## config.mk

```make
export PLATFORM = sky130hd
export DESIGN_NAME = erd_rx_dma
export DESIGN_NICKNAME = d
export VERILOG_FILES = /design/src/erd_pkg.sv /design/src/erd_word_pack.sv /design/src/erd_rx_dma.sv
export SDC_FILE = /design/constraint.sdc
export NUM_CORES = 1
export LEC_CHECK = 0
export BUFFER_PORTS_ARGS = -buffer_cell sky130_fd_sc_hd__clkbuf_2
export CORE_MARGIN = 3
export CORE_UTILIZATION = 45
export DETAILED_ROUTE_END_ITERATION = 8
export PLACE_DENSITY_LB_ADDON = 0.3
export SETUP_SLACK_MARGIN = 0.05
export SYNTH_ARGS = -nofsm -noshare
export SYNTH_HDL_FRONTEND = slang
export SYNTH_SLANG_ARGS = --single-unit
export TNS_END_PERCENT = 5
```

## constraint.sdc

```tcl
create_clock -name i_ref_clk -period 4.8 [get_ports i_ref_clk]
set_clock_uncertainty 0.15 [all_clocks]
set_input_delay 0.24 -clock i_ref_clk [delete_from_list [all_inputs] [get_ports i_ref_clk]]
set_output_delay 0.24 -clock i_ref_clk [all_outputs]
set_load 0.05 [all_outputs]
```

## src/erd_pkg.sv

```systemverilog
// erd_pkg: register map, field layout and limits of the receive dma channel.
// assumes: one byte-wide receive stream and one 32-bit memory write port.
package erd_pkg;
   // register offsets (byte addresses on a 32-bit register port)
   localparam logic [7:0]  ERD_OFF_STATUS   = 8'h00;
   localparam logic [7:0]  ERD_OFF_ADDR_EN  = 8'h04;
   localparam logic [7:0]  ERD_OFF_CTRL     = 8'h08;
   // status word fields
   localparam int          ERD_ST_CS        = 17;
   localparam int          ERD_ST_TOO_LONG  = 16;
   localparam int          ERD_ST_RUNT      = 15;
   localparam int          ERD_ST_WDOG      = 14;
   localparam int          ERD_LEN_W        = 14;
   // address/enable fields
   localparam int          ERD_AE_ADDR_LSB  = 5;
   localparam int          ERD_BASE_W       = 27;
   localparam int          ERD_AE_RSVD      = 4;
   localparam int          ERD_AE_BUF_LSB   = 2;
   localparam int          ERD_AE_DONE      = 1;
   localparam int          ERD_AE_EN        = 0;
   // control fields
   localparam int          ERD_CT_JUMBO     = 0;
   localparam int          ERD_CT_VLAN_LSB  = 1;
   localparam int          ERD_CT_APS       = 3;
   localparam int          ERD_CT_IRQ_EN    = 4;
   localparam logic [4:0]  ERD_CTRL_RST     = 5'h00;
   // frame size limits in bytes
   localparam logic [13:0] ERD_MAX_NORMAL   = 14'd1500;
   localparam logic [13:0] ERD_MAX_VLAN1    = 14'd1518;
   localparam logic [13:0] ERD_MAX_VLAN2    = 14'd1538;
   localparam logic [13:0] ERD_STORE_NORMAL = 14'h0800;
   localparam logic [13:0] ERD_STORE_JUMBO  = 14'h2800;
   localparam logic [13:0] ERD_COLL_WINDOW  = 14'd64;
   // watchdog limits: twice the stored maximum, one byte time per clock
   localparam logic [14:0] ERD_WD_NORMAL    = 15'({1'b0, ERD_STORE_NORMAL} * 2);
   localparam logic [14:0] ERD_WD_JUMBO     = 15'({1'b0, ERD_STORE_JUMBO} * 2);
endpackage : erd_pkg

```

## src/erd_word_pack.sv

```systemverilog
// erd_word_pack: packs received bytes into words and writes them to memory.
// assumes: memory write port takes a word when o_mem_wr and i_mem_ready.
module erd_word_pack (
   // clock and reset
   input  wire logic                          i_ref_clk,
   input  wire logic                          i_nrst,
   // frame control
   input  wire logic                          i_clr,
   input  wire logic [erd_pkg::ERD_BASE_W-1:0] i_base,
   input  wire logic                          i_byte_vld,
   input  wire logic [7:0]                    i_byte,
   input  wire logic                          i_flush,
   output logic                               o_ready,
   output logic                               o_empty,
   // memory write port
   output logic [31:0]                        o_mem_addr,
   output logic [31:0]                        o_mem_data,
   output logic [3:0]                         o_mem_be,
   output logic                               o_mem_wr,
   input  wire logic                          i_mem_ready
);
   import erd_pkg::*;

   logic [31:0] word_q;
   logic [3:0]  be_q;
   logic [1:0]  lane_q;
   logic        pend_q;
   logic [29:0] waddr_q;
   logic        take;
   logic        sent;

   // one word in flight at a time: cheap, costs a stall cycle per word
   assign o_ready    = !pend_q;
   assign o_empty    = !pend_q && (be_q == 4'h0);
   assign take       = i_byte_vld && !pend_q;
   assign sent       = pend_q && i_mem_ready;
   assign o_mem_addr = {waddr_q, 2'b00};
   assign o_mem_data = word_q;
   assign o_mem_be   = be_q;
   assign o_mem_wr   = pend_q;

   // byte lanes of the assembly word
   for (genvar g = 0; g < 4; g++) begin : g_lane
      always_ff @(posedge i_ref_clk or negedge i_nrst) begin
         if (!i_nrst) begin
            word_q[8*g +: 8] <= 8'h00;
         end else if (take && lane_q == 2'(g)) begin
            word_q[8*g +: 8] <= i_byte;
         end
      end
   end

   // lane enables, cleared once the word is taken
   always_ff @(posedge i_ref_clk or negedge i_nrst) begin
      if (!i_nrst) begin
         be_q <= 4'h0;
      end else if (i_clr || sent) begin
         be_q <= 4'h0;
      end else if (take) begin
         be_q[lane_q] <= 1'b1;
      end
   end

   // lane pointer and pending flag
   always_ff @(posedge i_ref_clk or negedge i_nrst) begin
      if (!i_nrst) begin
         lane_q <= 2'h0;
         pend_q <= 1'b0;
      end else if (i_clr) begin
         lane_q <= 2'h0;
         pend_q <= 1'b0;
      end else begin
         if (take) begin
            lane_q <= lane_q + 2'h1;
         end
         if (sent) begin
            pend_q <= 1'b0;
         end else if (take && lane_q == 2'h3) begin
            pend_q <= 1'b1;
         end else if (i_flush && !pend_q && be_q != 4'h0) begin
            pend_q <= 1'b1; // partial last word
         end
      end
   end

   // word address, base is line aligned
   always_ff @(posedge i_ref_clk or negedge i_nrst) begin
      if (!i_nrst) begin
         waddr_q <= 30'h0;
      end else if (i_clr) begin
         waddr_q <= {i_base, 3'h0};
      end else if (sent) begin
         waddr_q <= waddr_q + 30'h1;
      end
   end
endmodule : erd_word_pack

```

## src/erd_rx_dma.sv

```systemverilog
// erd_rx_dma: receive dma channel with buffer address/enable and status word.
// assumes: mac byte stream and memory port on i_ref_clk; software on the
// plain register port.
module erd_rx_dma #(
   parameter logic [14:0] P_WD_NORMAL = erd_pkg::ERD_WD_NORMAL,
   parameter logic [14:0] P_WD_JUMBO  = erd_pkg::ERD_WD_JUMBO
) (
   // clock and reset
   input  wire logic        i_ref_clk,
   input  wire logic        i_nrst,
   // register port
   input  wire logic [7:0]  i_addr,
   input  wire logic [31:0] i_wdata,
   input  wire logic        i_wr,
   input  wire logic        i_rd,
   output logic [31:0]      o_rdata,
   // mac receive stream
   input  wire logic        i_rx_valid,
   input  wire logic [7:0]  i_rx_data,
   input  wire logic        i_rx_sof,
   input  wire logic        i_rx_eof,
   input  wire logic        i_rx_coll,
   input  wire logic        i_rx_abort,
   output logic             o_rx_ready,
   output logic             o_auto_pad_strip,
   // memory write port
   output logic [31:0]      o_mem_addr,
   output logic [31:0]      o_mem_data,
   output logic [3:0]       o_mem_be,
   output logic             o_mem_wr,
   input  wire logic        i_mem_ready,
   // interrupt
   input  wire logic        i_peer_done,
   output logic             o_dma_irq
);
   import erd_pkg::*;

   typedef enum logic [2:0] {
      ST_IDLE, ST_ARMED, ST_RECV, ST_FLUSH, ST_STATUS, ST_FINISH
   } erd_state_t;

   erd_state_t             st_q;
   logic [ERD_BASE_W-1:0]  addr_q;
   logic                   en_q;
   logic                   done_q;
   logic [1:0]             cur_buf_q;
   logic [4:0]             ctrl_q;
   logic [ERD_LEN_W-1:0]   cnt_q;
   logic [ERD_LEN_W-1:0]   nxt_cnt;
   logic [14:0]            wd_q;
   logic                   coll_late_q;
   logic                   coll_early_q;
   logic                   wdog_q;
   logic [17:0]            stat_q;
   logic                   pk_ready;
   logic                   pk_empty;
   logic                   start;
   logic                   sof_now;
   logic                   take;
   logic                   acc;
   logic                   hit_lim;
   logic                   wd_exp;
   logic                   end_frame;
   logic                   done_clr;
   logic                   wr_ae;
   logic [ERD_LEN_W-1:0]   lim;

   // largest legal frame for the tagging mode
   function automatic logic [ERD_LEN_W-1:0] max_len(input logic [1:0] vlan);
      unique case (vlan)
         2'h1:    max_len = ERD_MAX_VLAN1;
         2'h2:    max_len = ERD_MAX_VLAN2;
         2'h3:    max_len = ERD_MAX_VLAN2;
         default: max_len = ERD_MAX_NORMAL;
      endcase
   endfunction : max_len

   // register port decode
   assign wr_ae   = i_wr && i_addr == ERD_OFF_ADDR_EN;
   assign start   = wr_ae && st_q == ST_IDLE && i_wdata[ERD_AE_EN];
   assign done_clr = wr_ae && !i_wdata[ERD_AE_DONE];

   // stream acceptance; frames outside an armed buffer are drained and lost
   assign sof_now    = st_q == ST_ARMED && i_rx_sof;
   assign take       = sof_now || st_q == ST_RECV;
   assign o_rx_ready = take ? pk_ready : 1'b1;
   assign acc        = take && i_rx_valid && pk_ready;
   assign nxt_cnt    = sof_now ? 14'h0001 : cnt_q + 14'h0001;
   assign lim        = ctrl_q[ERD_CT_JUMBO] ? ERD_STORE_JUMBO : ERD_STORE_NORMAL;
   assign hit_lim    = acc && !i_rx_eof && nxt_cnt == lim;
   assign wd_exp     = st_q == ST_RECV &&
                       wd_q >= (ctrl_q[ERD_CT_JUMBO] ? P_WD_JUMBO : P_WD_NORMAL);
   assign end_frame  = (acc && i_rx_eof) || hit_lim || wd_exp ||
                       (st_q == ST_RECV && i_rx_abort);

   assign o_auto_pad_strip = ctrl_q[ERD_CT_APS];
   // level interrupt, no edge to lose when several buffers finish together
   assign o_dma_irq = ctrl_q[ERD_CT_IRQ_EN] && (done_q || i_peer_done);

   // transaction sequencer
   always_ff @(posedge i_ref_clk or negedge i_nrst) begin
      if (!i_nrst) begin
         st_q <= ST_IDLE;
      end else begin
         unique case (st_q)
            ST_IDLE: begin
               if (start) begin
                  st_q <= ST_ARMED;
               end
            end
            ST_ARMED: begin
               if (acc) begin
                  st_q <= end_frame ? ST_FLUSH : ST_RECV;
               end
            end
            ST_RECV: begin
               if (end_frame) begin
                  st_q <= ST_FLUSH;
               end
            end
            ST_FLUSH: begin
               if (pk_empty) begin
                  st_q <= ST_STATUS;
               end
            end
            ST_STATUS: st_q <= ST_FINISH; // status lands one edge before done
            ST_FINISH: st_q <= ST_IDLE;
         endcase
      end
   end

   // byte counter, frame length in bytes
   always_ff @(posedge i_ref_clk or negedge i_nrst) begin
      if (!i_nrst) begin
         cnt_q <= 14'h0000;
      end else if (acc) begin
         cnt_q <= nxt_cnt;
      end
   end

   // receive watchdog, counts clocks from the first byte
   always_ff @(posedge i_ref_clk or negedge i_nrst) begin
      if (!i_nrst) begin
         wd_q <= 15'h0000;
      end else if (sof_now) begin
         wd_q <= 15'h0000;
      end else if (st_q == ST_RECV) begin
         wd_q <= wd_q + 15'h0001;
      end
   end

   // collision and timeout flags gathered during the frame
   always_ff @(posedge i_ref_clk or negedge i_nrst) begin
      if (!i_nrst) begin
         coll_late_q  <= 1'b0;
         coll_early_q <= 1'b0;
         wdog_q       <= 1'b0;
      end else if (sof_now) begin
         coll_late_q  <= 1'b0;
         coll_early_q <= 1'b0;
         wdog_q       <= hit_lim;
      end else if (st_q == ST_RECV) begin
         if (i_rx_coll && cnt_q >= ERD_COLL_WINDOW) begin
            coll_late_q <= 1'b1;
         end
         if ((i_rx_coll || i_rx_abort) && cnt_q < ERD_COLL_WINDOW) begin
            coll_early_q <= 1'b1;
         end
         if (hit_lim || wd_exp) begin
            wdog_q <= 1'b1;
         end
      end
   end

   // status word, written once the last data word has left
   always_ff @(posedge i_ref_clk or negedge i_nrst) begin
      if (!i_nrst) begin
         stat_q <= 18'h00000;
      end else if (st_q == ST_STATUS) begin
         stat_q[ERD_ST_CS] <= coll_late_q;
         stat_q[ERD_ST_TOO_LONG] <= cnt_q > max_len(ctrl_q[ERD_CT_VLAN_LSB +: 2]);
         stat_q[ERD_ST_RUNT] <= coll_early_q || cnt_q < ERD_COLL_WINDOW;
         stat_q[ERD_ST_WDOG] <= wdog_q;
         stat_q[ERD_LEN_W-1:0] <= cnt_q;
      end
   end

   // buffer address; dropped once enabled, so software must write it again
   always_ff @(posedge i_ref_clk or negedge i_nrst) begin
      if (!i_nrst) begin
         addr_q <= '0;
      end else if (start) begin
         addr_q <= '0;
      end else if (wr_ae && st_q == ST_IDLE) begin
         addr_q <= i_wdata[31:ERD_AE_ADDR_LSB];
      end
   end

   // enable and done handshake; a set in the clearing cycle wins
   always_ff @(posedge i_ref_clk or negedge i_nrst) begin
      if (!i_nrst) begin
         en_q   <= 1'b0;
         done_q <= 1'b0;
      end else begin
         if (start) begin
            en_q <= 1'b1;
         end else if (st_q == ST_FINISH) begin
            en_q <= 1'b0;
         end
         if (st_q == ST_FINISH) begin
            done_q <= 1'b1;
         end else if (done_clr) begin
            done_q <= 1'b0;
         end
      end
   end

   // current buffer index steps after each completed buffer
   always_ff @(posedge i_ref_clk or negedge i_nrst) begin
      if (!i_nrst) begin
         cur_buf_q <= 2'h0;
      end else if (st_q == ST_FINISH) begin
         cur_buf_q <= cur_buf_q + 2'h1;
      end
   end

   // control register
   always_ff @(posedge i_ref_clk or negedge i_nrst) begin
      if (!i_nrst) begin
         ctrl_q <= ERD_CTRL_RST;
      end else if (i_wr && i_addr == ERD_OFF_CTRL) begin
         ctrl_q <= i_wdata[4:0];
      end
   end

   // read data, valid the cycle after the strobe; unmapped reads zero
   always_ff @(posedge i_ref_clk or negedge i_nrst) begin
      if (!i_nrst) begin
         o_rdata <= 32'h00000000;
      end else if (i_rd) begin
         unique case (i_addr)
            ERD_OFF_STATUS:  o_rdata <= {14'h0000, stat_q};
            ERD_OFF_ADDR_EN: o_rdata <= {addr_q, 1'b0, cur_buf_q, done_q, en_q};
            ERD_OFF_CTRL:    o_rdata <= {27'h0000000, ctrl_q};
            default:         o_rdata <= 32'h00000000;
         endcase
      end else begin
         o_rdata <= 32'h00000000;
      end
   end

   // byte packing and memory writes
   erd_word_pack u_pack (
      .i_ref_clk  (i_ref_clk),
      .i_nrst     (i_nrst),
      .i_clr      (start),
      .i_base     (i_wdata[31:ERD_AE_ADDR_LSB]),
      .i_byte_vld (take && i_rx_valid),
      .i_byte     (i_rx_data),
      .i_flush    (st_q == ST_FLUSH),
      .o_ready    (pk_ready),
      .o_empty    (pk_empty),
      .o_mem_addr (o_mem_addr),
      .o_mem_data (o_mem_data),
      .o_mem_be   (o_mem_be),
      .o_mem_wr   (o_mem_wr),
      .i_mem_ready(i_mem_ready)
   );
endmodule : erd_rx_dma

```

==> results of run 1 <==
==> cells in the final DEF, fill, tap and decap left out, types with 14 or more instances in the layout <==
| cell | synthesis | final |
|---|---|---|
| sky130_fd_sc_hd__nand2_1 | 118 | 118 |
| sky130_fd_sc_hd__nand4_1 | 16 | 16 |
| sky130_fd_sc_hd__o21ai_0 | 41 | 41 |
| sky130_fd_sc_hd__nand3_1 | 14 | 14 |
| sky130_fd_sc_hd__o21ai_1 | 19 | 19 |
| sky130_fd_sc_hd__clkbuf_2 | 0 | 159 |
| sky130_fd_sc_hd__xnor2_1 | 21 | 21 |
| sky130_fd_sc_hd__mux2i_1 | 21 | 21 |
| sky130_fd_sc_hd__inv_1 | 17 | 17 |
| sky130_fd_sc_hd__ha_1 | 18 | 18 |
| sky130_fd_sc_hd__clkbuf_16 | 0 | 17 |
| sky130_fd_sc_hd__xor2_1 | 25 | 25 |
| sky130_fd_sc_hd__dlygate4sd3_1 | 0 | 42 |
| sky130_fd_sc_hd__a21oi_1 | 41 | 41 |
| sky130_fd_sc_hd__dfrtp_1 | 190 | 190 |
| sky130_fd_sc_hd__mux2_2 | 54 | 54 |
| sky130_fd_sc_hd__and2_1 | 17 | 17 |
| sky130_fd_sc_hd__nor2_1 | 93 | 93 |
| sky130_fd_sc_hd__and3_1 | 14 | 14 |
==> sequential cells by signal (all words and copies together), names as in the netlist <==
| name | cells |
|---|---|
| o_rdata | 32 |
| u_pack.o_mem_data | 32 |
| u_pack.waddr_q | 30 |
| addr_q | 27 |
| stat_q | 18 |
| wd_q | 15 |
| cnt_q | 14 |
| ctrl_q | 5 |
| u_pack.o_mem_be | 4 |
| st_q | 3 |
| cur_buf_q | 2 |
| u_pack.lane_q | 2 |
| coll_early_q | 1 |
| coll_late_q | 1 |
| done_q | 1 |
| en_q | 1 |
| u_pack.o_mem_wr | 1 |
| wdog_q | 1 |
==> path summary, 6_finish.rpt <==
path	slack, ns	to	cells past startpoint
max reg2reg	2.07	wdog_q	7
min reg2reg	0.33	o_rdata[27]	1
max	1.95	o_rx_ready	4
min in group asynchronous	0.33	ctrl_q[3]	2
min	0.04	done_q	4
max in group asynchronous	3.05	u_pack.o_mem_data[5]	3
==> metal layers <==
metal / global-route usage / part of all wire / vias up
li1: - / - / 3292
met3: 0.0475 / 0.064 / 29
met5: 0 / 0 / -
met1: 0.277 / 0.46 / 3240
met4: 0.0608 / 0.016 / 0
met2: 0.314 / 0.46 / 228
==> power by group <==
group	leakage, nW	switching, mW	total (mW)	internal (mW)
Combinational	2.36	1.27	1.90	0.625
Sequential	2.53	0.333	2.26	1.93
Clock	0.292	0.654	1.44	0.786
Total	5.19	2.26	5.60	3.34
==> synth_stat cells, types with 18 or more instances <==
master and n:
sky130_fd_sc_hd__a21oi_1 41, sky130_fd_sc_hd__nand2_1 118, sky130_fd_sc_hd__clkbuf_1 31, sky130_fd_sc_hd__nor2_1 93, sky130_fd_sc_hd__dfrtp_1 190, sky130_fd_sc_hd__xor2_1 25
sky130_fd_sc_hd__ha_1 18, sky130_fd_sc_hd__mux2i_1 21, sky130_fd_sc_hd__xnor2_1 21, sky130_fd_sc_hd__mux2_2 54, sky130_fd_sc_hd__o21ai_1 19, sky130_fd_sc_hd__o21ai_0 41
==> metrics by stage <==
step	utilization	area, um^2	power (mW)
CTS	0.571	10800	5.63
floorplan	-	8740	3.62
finish	0.571	10800	5.60
global route	0.571	10800	5.90
global placement	0.517	9770	4.12
detailed placement	0.517	9770	4.15
==> repair_timing <==
action,CTS,global route
endpoints found under the setup margin,0,0
setup buffers,0,0
endpoints found under the hold margin,207,0
hold buffers,42,0
==> worst max-delay path, stage by stage, from the launching register on <==
cell                       delay, ns
sky130_fd_sc_hd__dfrtp_1        0.55
sky130_fd_sc_hd__nor4bb_4       0.74
sky130_fd_sc_hd__buf_4          0.37
sky130_fd_sc_hd__o21ai_0        0.11
sky130_fd_sc_hd__clkbuf_2       0.25
==> kinds of logic (layout without fill, tap and decap cells) <==
family / count (synthesis) / after routing
AND/OR/NAND/NOR: 320 / 320
flip-flops: 190 / 190
AO/OA/AOI/OAI: 137 / 137
multiplexers: 75 / 75
buffers and inverters: 59 / 258
XOR/XNOR: 46 / 46
adder cells (fa/ha/maj): 18 / 18
other: 1 / 2
==> final cells by class <==
type                            count  area share
Sequential cell                   190       0.441
Clock buffer                       17      0.0394
Clock inverter                     15      0.0159
Multi-Input combinational cell    598       0.349
Tap cell                          260      0.0302
Inverter                           17     0.00592
Timing Repair Buffer              209       0.119
==> impl_table.tex, run 1 <==
\begin{tabular}{lr}
\hline
Metric & Value \\
\hline
\multicolumn{2}{l}{\textbf{Run status}} \\
Result of the run & finished clean \\
\multicolumn{2}{l}{\textbf{Yosys}} \\
Post-synth design cell area & 8730 um\^{}2 \\
Synth unique cells & 55 \\
Register bit count reported by yosys & 190 \\
Most common flop cell mapped by yosys & sky130\_fd\_sc\_hd\_\_dfrtp\_1 \\
Post-synth EDFFs & 0 \\
Post-synthesis mux area share & 0.0937 \\
Post-Synth Adder-Cell Area & 0.0258 \\
Sequential area share after synthesis & 0.544 \\
Top-area cell type share of the netlist area & 0.544 \\
Yosys top cell by area & sky130\_fd\_sc\_hd\_\_dfrtp\_1 \\
Number of standard cells after synthesis & around 850 \\
Simple-Gate Fraction of Synth Area & 0.171 \\
Combinational family with the most area after synthesis & simple AND/OR/NAND/NOR gates \\
Ys async rst share & 1.00 \\
Top cells by area in the synthesized netlist & sky130\_fd\_sc\_hd\_\_dfrtp\_1, sky130\_fd\_sc\_hd\_\_mux2\_2, sky130\_fd\_sc\_hd\_\_nand2\_1 \\
Parity-gate share of the synthesized area counting xor and xnor cells & 0.0461 \\
Synth Area in Compound Gates & 0.0907 \\
Average cell area after synthesis & 10.3 um\^{}2 \\
YS warnings & 0 \\
\multicolumn{2}{l}{\textbf{Setup path}} \\
Path type of the worst setup path & flip-flop to output port \\
Kind of start point of the critical path & flip-flop \\
Reg-to-reg critical path startpoint & cnt\_q[0] \\
Worst setup path startpoint & st\_q[1] \\
Required arrival time at the worst endpoint & between 4 and 5 ns \\
Critical path data arrival time & 2.46 ns \\
Critical path fanouts, max & 20 \\
Kind of end point of the critical path & output port \\
\multicolumn{2}{l}{\textbf{STA}} \\
Finish-stage setup viols & 0 \\
Total Negative Setup Slacks & 0 ns \\
Upper clock frequency limit & 351 MHz \\
Slew Viols, Final & 0 \\
Final worst hold slack & $\sim$0.038 ns \\
Tightest slew margin relative to the limit & 0.370 \\
Ratio of final minimum period to clock period & 0.593 \\
Unrepaired setup endpoints after global routing & false \\
Measured slew at the worst slew-check pin & roughly 0.95 ns \\
Final critical delay including setup and external delays & 2.85 ns \\
Final worst setup slack & 1.95 ns \\
Hold violation total from the final report & 0 \\
\multicolumn{2}{l}{\textbf{Floorplanning}} \\
Floorplan row count & 50 \\
Die footprint & between 20000 and 25000 um\^{}2 \\
Die span in x & roughly 150 um \\
Starting Density & 0.462 \\
Top-Level Pins & 163 \\
Area of the core & between 15000 and 20000 um\^{}2 \\
Vertical die dimension & 145 um \\
\multicolumn{2}{l}{\textbf{Clock network}} \\
CTS tree & yes \\
Buffer type at the clock tree root & sky130\_fd\_sc\_hd\_\_clkbuf\_16 \\
Clock edge transition at the registers on the reported setup and hold paths & 0.07 ns \\
Post-CTS sizing & 0 \\
TritonCTS Buffers & 17 \\
Clk sinks & 190 \\
Maximum root-to-sink buffer count & 2 \\
H-tree lvl count & 4 \\
Clock Latency Late Sink & between 0.4 and 0.5 ns \\
\multicolumn{2}{l}{\textbf{Power}} \\
Max VDD drop & 573 uV \\
Power per unit of standard cell area & 519 nW/um\^{}2 \\
Leak pwr & 5.19 nW \\
\multicolumn{2}{l}{\textbf{GRT}} \\
Largest net degree at the start of global routing & 114 \\
Number of antenna violations at the first check in global routing & 0 \\
First-pass GRT wire length & 34.4 mm \\
Total congestion overflow & 0 \\
Vias in the first global route & 6659 \\
Combined global-route utilization of all metal layers & 0.199 \\
\multicolumn{2}{l}{\textbf{Run}} \\
Maxcap violations & 0 \\
\multicolumn{2}{l}{\textbf{Layout}} \\
Count of inserted antenna diode cells & 0 \\
Layout overhead on the synthesized area & 23.5\% \\
Total number of nets in the final design & around 1100 \\
Non-filler cells in the finished layout & 1306 \\
Sequential cell area & between 4000 and 5000 um\^{}2 \\
Total of fill cells in the finished design & 1637 \\
Layout cell share with drive strength beyond 1 & 0.256 \\
Multi-input gate area in the final layout & 3760 um\^{}2 \\
\multicolumn{2}{l}{\textbf{Placed design}} \\
Port Buf Inserts & 160 \\
Total instance count after detailed placement & about 1200 \\
RD Place Congestion & 0.857 \\
Placed wire-length estimate after detailed placement & 14.4 mm \\
Post-placement setup slack & 2.06 ns \\
\multicolumn{2}{l}{\textbf{Detailed routing}} \\
Number of design rule violations left after detail routing & 0 \\
Aggregate routed wire length & a little over 20 mm \\
Vias per cell & about 5.2 \\
Number of vias in the routed layout & around 6800 \\
Number of nets still failing antenna checks after routing & 0 \\
Routed wire per std cell & 15.9 um \\
Count of TritonRoute iterations in the first routing pass & 5 \\
Detailed Route Iter0 Violations & 418 \\
\multicolumn{2}{l}{\textbf{Hold path}} \\
Source of the worst hold timing path & i\_wr \\
Class of the tightest hold or removal check & input port to flip-flop \\
\hline
\end{tabular}
Power figures use the tool's default switching activity.
==> inputs of run 2 (changes only) <==
clock period = 2.8 ns   (was 4.8 ns; I/O delays follow)
==> run 2 against run 1 <==
Die area stayed put; critical path depth is 3 higher; utilization is 1.0 points higher; via count hardly changed; register-to-register slack worse by 1.9 ns; combinational power is 76% higher; sequential cell count stayed put; cell count is 1.6% higher; hold slack worse by 0.0053 ns; first-iteration DRC count is 8.1% lower; critical path type is now flip-flop to flip-flop; critical endpoint is now wdog_q; largest cell class unchanged; largest power group unchanged.
==> impl_table.tex, run 2 (synthesized netlist as in run 1, its figures left out) <==
\begin{tabular}{lr}
\hline
Metric & Value \\
\hline
\multicolumn{2}{l}{\textbf{Setup path}} \\
Critical-path cell list & ha\_1 > nand3\_2 > or4b\_1 > a211o\_1 > a2111oi\_2 > a41oi\_1 > a21oi\_1 \\
Delay of the slowest cell on the worst path & 0.47 ns (-0.27 ns) \\
Sum of buffers and inverters on the critical path & 0 (-2) \\
Worst r2r path cells & 7 (unchanged) \\
Crit path max-delay family & compound AO/OA/AOI/OAI gates \\
Critical path fanouts, max & 7 (-65\%) \\
Path type of the worst setup path & flip-flop to flip-flop \\
Number of stages on the worst setup path & 7 (+3) \\
Kind of end point of the critical path & flip-flop \\
Kind of start point of the critical path & flip-flop \\
Critical path data arrival time & 2.80 ns (+0.34 ns) \\
Required arrival time at the worst endpoint & 3.01 ns (-1.40 ns) \\
Critical Path Slowest Stage Cell & sky130\_fd\_sc\_hd\_\_or4b\_1 \\
\multicolumn{2}{l}{\textbf{GRT}} \\
Number of antenna violations at the first check in global routing & 0 (unchanged) \\
Met2 GRT Util & 0.320 (+0.00654) \\
Grt peak-use layer & met2 \\
GRT met1 Usage & 0.271 (-0.00531) \\
Total congestion overflow & 0 (unchanged) \\
First-pass GRT wire length & 34.3 mm (-0.18\%) \\
Met3 routing resource usage after global routing & 0.0481 (+0.000625) \\
Vias in the first global route & 6740 (+1.2\%) \\
Combined global-route utilization of all metal layers & 0.198 (-0.00115) \\
Largest net degree at the start of global routing & 76 (-33\%) \\
\multicolumn{2}{l}{\textbf{STA}} \\
Upper clock frequency limit & 386 MHz \\
Final worst hold slack & 0.0324 ns (-0.00526 ns) \\
Unrepaired setup endpoints after global routing & false \\
Total Negative Setup Slacks & 0 ns (unchanged) \\
Final critical delay including setup and external delays & 2.59 ns \\
Final worst setup slack & 0.208 ns (-1.74 ns) \\
Ratio of final minimum period to clock period & 0.926 \\
Hold violation total from the final report & 0 (unchanged) \\
Finish-stage setup viols & 0 (unchanged) \\
Tightest slew margin relative to the limit & 0.571 (+0.202) \\
Slew Viols, Final & 0 (unchanged) \\
Measured slew at the worst slew-check pin & 0.637 ns (-0.309 ns) \\
\multicolumn{2}{l}{\textbf{Hold path}} \\
Number of cells on the worst hold path & 5 (+1) \\
Class of the tightest hold or removal check & input port to flip-flop \\
\multicolumn{2}{l}{\textbf{Layout}} \\
Layout overhead on the synthesized area & 25.8\% \\
Most frequent standard cell in the layout excluding fill and tap cells & sky130\_fd\_sc\_hd\_\_dfrtp\_1 \\
Fin util & 0.581 (+0.0104) \\
Non-filler cells in the finished layout & 1327 (+1.6\%) \\
Count of inserted antenna diode cells & 0 (unchanged) \\
Most used cells in the layout excluding fill and tap cells & sky130\_fd\_sc\_hd\_\_dfrtp\_1, sky130\_fd\_sc\_hd\_\_clkbuf\_2, sky130\_fd\_sc\_hd\_\_nand2\_1, sky130\_fd\_sc\_hd\_\_nor2\_1, sky130\_fd\_sc\_hd\_\_mux2\_2 \\
Final design instance area without fill & 11000 um\^{}2 (+1.8\%) \\
Total number of nets in the final design & 1131 (+1.9\%) \\
Layout cell share with drive strength beyond 1 & 0.266 (+0.00995) \\
\multicolumn{2}{l}{\textbf{Clock network}} \\
Number of buffers added for setup after CTS & 0 (unchanged) \\
Clock edge transition at the registers on the reported setup and hold paths & 0.07 ns (about the same) \\
Buffer type at the clock tree root & sky130\_fd\_sc\_hd\_\_clkbuf\_16 \\
Clock Latency Late Sink & 0.43 ns (about the same) \\
Post-CTS sizing & 0 (unchanged) \\
Maximum root-to-sink buffer count & 2 (unchanged) \\
Clk sinks & 190 (unchanged) \\
CTS tree & yes \\
H-tree lvl count & 4 (unchanged) \\
TritonCTS Buffers & 17 (unchanged) \\
\multicolumn{2}{l}{\textbf{Placed design}} \\
Port Buf Inserts & 160 (unchanged) \\
Total instance count after detailed placement & 1248 (+1.3\%) \\
Placed wire-length estimate after detailed placement & 14.7 mm (+1.7\%) \\
RD Place Congestion & 0.895 (+4.5\%) \\
Area after DPL & 9910 um\^{}2 (+1.5\%) \\
Post-placement setup slack & 0.188 ns (-1.87 ns) \\
\multicolumn{2}{l}{\textbf{Detailed routing}} \\
Number of design rule violations left after detail routing & 0 (unchanged) \\
Count of TritonRoute iterations in the first routing pass & 5 (unchanged) \\
Aggregate routed wire length & 20.9 mm (+0.57\%) \\
Number of nets still failing antenna checks after routing & 0 (unchanged) \\
Number of vias in the routed layout & 6790 (+0.015\%) \\
Vias per cell & 5.12 (-1.6\%) \\
Routed wire per std cell & 15.8 um (-1.0\%) \\
Detailed Route Iter0 Violations & 384 (-8.1\%) \\
\multicolumn{2}{l}{\textbf{Power}} \\
Max VDD drop & 1000 uV (+75\%) \\
Sum of internal, switching and leakage power & 9.64 mW (+72\%) \\
Leak pwr & 5.30 nW (+2.1\%) \\
Power per unit of standard cell area & 878 nW/um\^{}2 (+69\%) \\
\multicolumn{2}{l}{\textbf{Floorplanning}} \\
Floorplan row count & 50 (unchanged) \\
Top-Level Pins & 163 (unchanged) \\
Vertical die dimension & 145 um (unchanged) \\
Area of the core & 18900 um\^{}2 (unchanged) \\
Die span in x & 145 um (unchanged) \\
Die footprint & 21100 um\^{}2 (unchanged) \\
Starting Density & 0.462 (unchanged) \\
\multicolumn{2}{l}{\textbf{Run status}} \\
Result of the run & finished clean \\
\multicolumn{2}{l}{\textbf{Run}} \\
Maxcap violations & 0 (unchanged) \\
\hline
\end{tabular}
run 2: changes by cell type in the layout (fill, tap and decap cells not counted), moves of 2 or more:
| cell | previous run | this run |
|---|---|---|
| sky130_fd_sc_hd__inv_8 | 1 | 5 |
| sky130_fd_sc_hd__dlygate4sd3_1 | 42 | 47 |
| sky130_fd_sc_hd__inv_6 | 8 | 3 |
| sky130_fd_sc_hd__buf_12 | 0 | 2 |
| sky130_fd_sc_hd__buf_4 | 7 | 21 |
| sky130_fd_sc_hd__clkinv_4 | 2 | 5 |
run 2: per-layer routing:
metal / vias to the layer above / routed length (um)
met4: 0 / 223
met1: 3259 / 9710
met3: 18 / 1120
met2: 191 / 9860
met5: - / 0
li1: 3322 / -
run 2: path summary, 6_finish.rpt:
kind / slack [ns] / to / from
min in group asynchronous: 0.16 / ctrl_q[2] / i_nrst
max reg2reg: 0.21 / wdog_q / cnt_q[1]
min reg2reg: 0.33 / o_rdata[30] / addr_q[25]
max: 0.21 / wdog_q / cnt_q[1]
max in group asynchronous: 1.61 / wd_q[1] / i_nrst
min: 0.03 / en_q / i_addr[2]
run 2: what timing repair did:
| action | in CTS | in global routing |
|---|---|---|
| endpoints found under the hold margin | 173 | 0 |
| endpoints found under the setup margin | 0 | 0 |
| hold buffers | 47 | 0 |
run 2: worst register-to-register path, stage by stage (launching register included):
cell and delay (ns):
sky130_fd_sc_hd__dfrtp_1 0.45, sky130_fd_sc_hd__ha_1 0.31, sky130_fd_sc_hd__nand3_2 0.10, sky130_fd_sc_hd__or4b_1 0.47, sky130_fd_sc_hd__a211o_1 0.32, sky130_fd_sc_hd__a2111oi_2 0.37
sky130_fd_sc_hd__a41oi_1 0.18, sky130_fd_sc_hd__a21oi_1 0.16
run 2: cell type report:
cell class | instances | area, um^2
Clock buffer | 17 | 425
Timing Repair Buffer | 230 | 1480
Sequential cell | 190 | 4750
Tap cell | 260 | 325
Inverter | 17 | 63.8
Fill cell | 1651 | 7910
Clock inverter | 15 | 173
Multi-Input combinational cell | 598 | 3760
run 2: power breakdown:
part / switching [mW] / internal (mW)
combinational: 2.23 / 1.12
sequential: 0.533 / 3.31
clock: 1.17 / 1.28
==> inputs of run 3 (changes only) <==
REMOVE_ABC_BUFFERS = 1   (was not set)
==> run 3 against run 2 <==
Non-clock buffer count increased by 1; cell count about the same; first-iteration DRC count fell by 7.8%; cell area is 0.10% lower; maximum frequency up 0.31%; combinational power rose by 1%; total power fell by 1.4%; wire length fell by 0.62%; critical endpoint unchanged; clock power decreased by 6%; register-to-register slack barely moved; critical path type unchanged; sequential share of layout area about the same; highest routed layer unchanged.
==> impl_table.tex, run 3 (synthesized netlist as in run 1, its figures left out) <==
\begin{tabular}{lr}
\hline
Metric & Value \\
\hline
\multicolumn{2}{l}{\textbf{STA}} \\
Slew Viols, Final & 0 (unchanged) \\
Unrepaired setup endpoints after global routing & false \\
Hold violation total from the final report & 0 (unchanged) \\
Upper clock frequency limit & 387 MHz (+0.31\%) \\
Measured slew at the worst slew-check pin & 0.680 ns (+0.0432 ns) \\
Ratio of final minimum period to clock period & 0.923 (-0.00289) \\
Tightest slew margin relative to the limit & 0.546 (-0.0249) \\
Final critical delay including setup and external delays & 2.58 ns (-0.00810 ns) \\
Finish-stage setup viols & 0 (unchanged) \\
Total Negative Setup Slacks & 0 ns (unchanged) \\
\multicolumn{2}{l}{\textbf{GRT}} \\
Combined global-route utilization of all metal layers & 0.202 (+0.00362) \\
Vias in the first global route & 6902 (+2.4\%) \\
Number of antenna violations at the first check in global routing & 0 (unchanged) \\
Total congestion overflow & 0 (unchanged) \\
First-pass GRT wire length & 34.9 mm (+1.6\%) \\
Largest net degree at the start of global routing & 84 (+11\%) \\
\multicolumn{2}{l}{\textbf{Power}} \\
Switching Power & 3.80 mW (-3.3\%) \\
Power per unit of standard cell area & 866 nW/um\^{}2 (-1.3\%) \\
Sum of internal, switching and leakage power & 9.51 mW (-1.4\%) \\
Share of power burned in registers & 0.400 (+0.002) \\
Switching power as a share of total power & 0.400 (-0.00778) \\
Max VDD drop & 972 uV (-3.2\%) \\
Combinational group share of total power & 0.356 (+0.009) \\
P\_int & 5.70 mW (about the same) \\
Leak pwr & 5.28 nW (-0.38\%) \\
Clk network pwr share & 0.244 (-0.011) \\
\multicolumn{2}{l}{\textbf{Setup path}} \\
Required arrival time at the worst endpoint & 3.00 ns (about the same) \\
Kind of end point of the critical path & flip-flop \\
Critical path fanouts, max & 7 (unchanged) \\
Path type of the worst setup path & flip-flop to flip-flop \\
Delay of the slowest cell on the worst path & 0.49 ns (+0.02 ns) \\
Reg-to-reg critical path startpoint & cnt\_q[1] \\
Kind of start point of the critical path & flip-flop \\
Critical Path Slowest Stage Cell & sky130\_fd\_sc\_hd\_\_or4b\_1 \\
Worst setup path startpoint & cnt\_q[1] \\
Sum of buffers and inverters on the critical path & 0 (unchanged) \\
Crit path max-delay family & compound AO/OA/AOI/OAI gates \\
Critical path data arrival time & 2.78 ns (-0.02 ns) \\
Critical-path cell list & ha\_2 > nand3\_2 > or4b\_1 > a211o\_1 > a2111oi\_2 > a41oi\_1 > a21oi\_1 \\
\multicolumn{2}{l}{\textbf{Detailed routing}} \\
Routed wire per std cell & 15.6 um (-0.70\%) \\
Number of nets still failing antenna checks after routing & 0 (unchanged) \\
Count of TritonRoute iterations in the first routing pass & 5 (unchanged) \\
Vias per cell & 5.10 (-0.33\%) \\
Number of vias in the routed layout & 6773 (-0.25\%) \\
Detailed Route Iter0 Violations & 354 (-7.8\%) \\
Aggregate routed wire length & 20.8 mm (-0.62\%) \\
Number of design rule violations left after detail routing & 0 (unchanged) \\
\multicolumn{2}{l}{\textbf{Clock network}} \\
CTS tree & yes \\
Buffer type at the clock tree root & sky130\_fd\_sc\_hd\_\_clkbuf\_16 \\
Clk sinks & 190 (unchanged) \\
Clock Latency Late Sink & 0.43 ns (about the same) \\
TritonCTS Buffers & 17 (unchanged) \\
Clock edge transition at the registers on the reported setup and hold paths & 0.07 ns (about the same) \\
Number of buffers added for setup after CTS & 0 (unchanged) \\
H-tree lvl count & 4 (unchanged) \\
Maximum root-to-sink buffer count & 2 (unchanged) \\
\multicolumn{2}{l}{\textbf{Hold path}} \\
Source of the worst hold timing path & i\_addr[0] \\
Class of the tightest hold or removal check & input port to flip-flop \\
\multicolumn{2}{l}{\textbf{Run status}} \\
Result of the run & finished clean \\
\multicolumn{2}{l}{\textbf{Floorplanning}} \\
Die span in x & 145 um (unchanged) \\
Vertical die dimension & 145 um (unchanged) \\
Floorplan row count & 50 (unchanged) \\
Starting Density & 0.462 (unchanged) \\
Area of the core & 18900 um\^{}2 (unchanged) \\
Top-Level Pins & 163 (unchanged) \\
Die footprint & 21100 um\^{}2 (unchanged) \\
\multicolumn{2}{l}{\textbf{Layout}} \\
Layout cell share with drive strength beyond 1 & 0.267 (+0.000687) \\
Most frequent standard cell in the layout excluding fill and tap cells & sky130\_fd\_sc\_hd\_\_dfrtp\_1 \\
Total number of nets in the final design & 1132 (+0.088\%) \\
Count of inserted antenna diode cells & 0 (unchanged) \\
Most used cells in the layout excluding fill and tap cells & sky130\_fd\_sc\_hd\_\_dfrtp\_1, sky130\_fd\_sc\_hd\_\_clkbuf\_2, sky130\_fd\_sc\_hd\_\_nand2\_1, sky130\_fd\_sc\_hd\_\_nor2\_1, sky130\_fd\_sc\_hd\_\_mux2\_2 \\
Layout overhead on the synthesized area & 25.6\% \\
Fin util & 0.581 (-0.000596) \\
\multicolumn{2}{l}{\textbf{Placed design}} \\
Placed wire-length estimate after detailed placement & 14.7 mm (about the same) \\
Port Buf Inserts & 160 (unchanged) \\
RD Place Congestion & 0.884 (-1.2\%) \\
\multicolumn{2}{l}{\textbf{Run}} \\
Maxcap violations & 0 (unchanged) \\
\hline
\end{tabular}
[run 3: changes by cell type in the layout (fill, tap and decap cells not counted), sizes merged]
| cell | change |
|---|---|
| dlygate4sd3 | -1 |
| clkinvlp | +3 |
| buf | +2 |
| inv | -6 |
| clkbuf | +4 |
| clkinv | -1 |
[run 3: repair_timing]
item                                    in CTS  in global routing
hold buffers                                46                  0
endpoints found under the setup margin       0                  1
resized for setup                            0                  2
endpoints found under the hold margin      179                  0
[run 3: layout make-up]
class                           instances  area (um^2)
Multi-Input combinational cell        598         3770
Clock inverter                         11          110
Inverter                               17         63.8
Tap cell                              260          325
Clock buffer                           21          450
Sequential cell                       190         4750
Timing Repair Buffer                  231         1500
Fill cell                            1685         7920
[run 3: metrics by stage]
stage                     worst slack, ns  hold slack, ns  cells  instance area [um^2]
after floorplan                     -1.55          -0.306    805                  8550
after global placement              0.267          0.0841   1250                  9940
after detailed placement            0.197          0.0882   1250                  9940
after CTS                           0.169         0.00347   1328                 11000
after global routing               0.0532          0.0414   1328                 11000
final                               0.217          0.0210   1328                 11000
[run 3: worst min-delay path, delay by kind of cell]
family | cells | cell delay (ns)
simple gates | 3 | 0.24
compound gates | 1 | 0.10
buf+inv | 1 | 0.08
[run 3: path summary, 6_finish.rpt]
check | endpoint | slack [ns] | cells after the start
worst max-delay path | wdog_q | 0.22 | 7
worst min-delay path | done_q | 0.02 | 5
worst max register to register | wdog_q | 0.22 | 7
worst min register to register | o_rdata[30] | 0.33 | 1
max in group asynchronous | o_rdata[11] | 1.59 | 3
min in group asynchronous | u_pack.o_mem_data[21] | 0.17 | 2
[run 3: power groups by stage]
| stage | Clock [mW] | Combinational [mW] | Sequential (mW) |
|---|---|---|---|
| finish | 2.32 | 3.38 | 3.80 |
| global route | 2.48 | 3.66 | 3.90 |
| CTS | 2.37 | 3.39 | 3.81 |
| detailed placement | 0 | 3.32 | 3.85 |
| global placement | 0 | 3.28 | 3.83 |
| floorplan | 0 | 1.30 | 4.84 |
[run 3: per-layer routing]
metal / up-vias / track usage / wire (um)
li1: 3312 / - / -
met1: 3257 / 0.277 / 9560
met2: 175 / 0.313 / 9540
met3: 29 / 0.0593 / 1330
met4: 0 / 0.0608 / 355
met5: - / 0 / 0
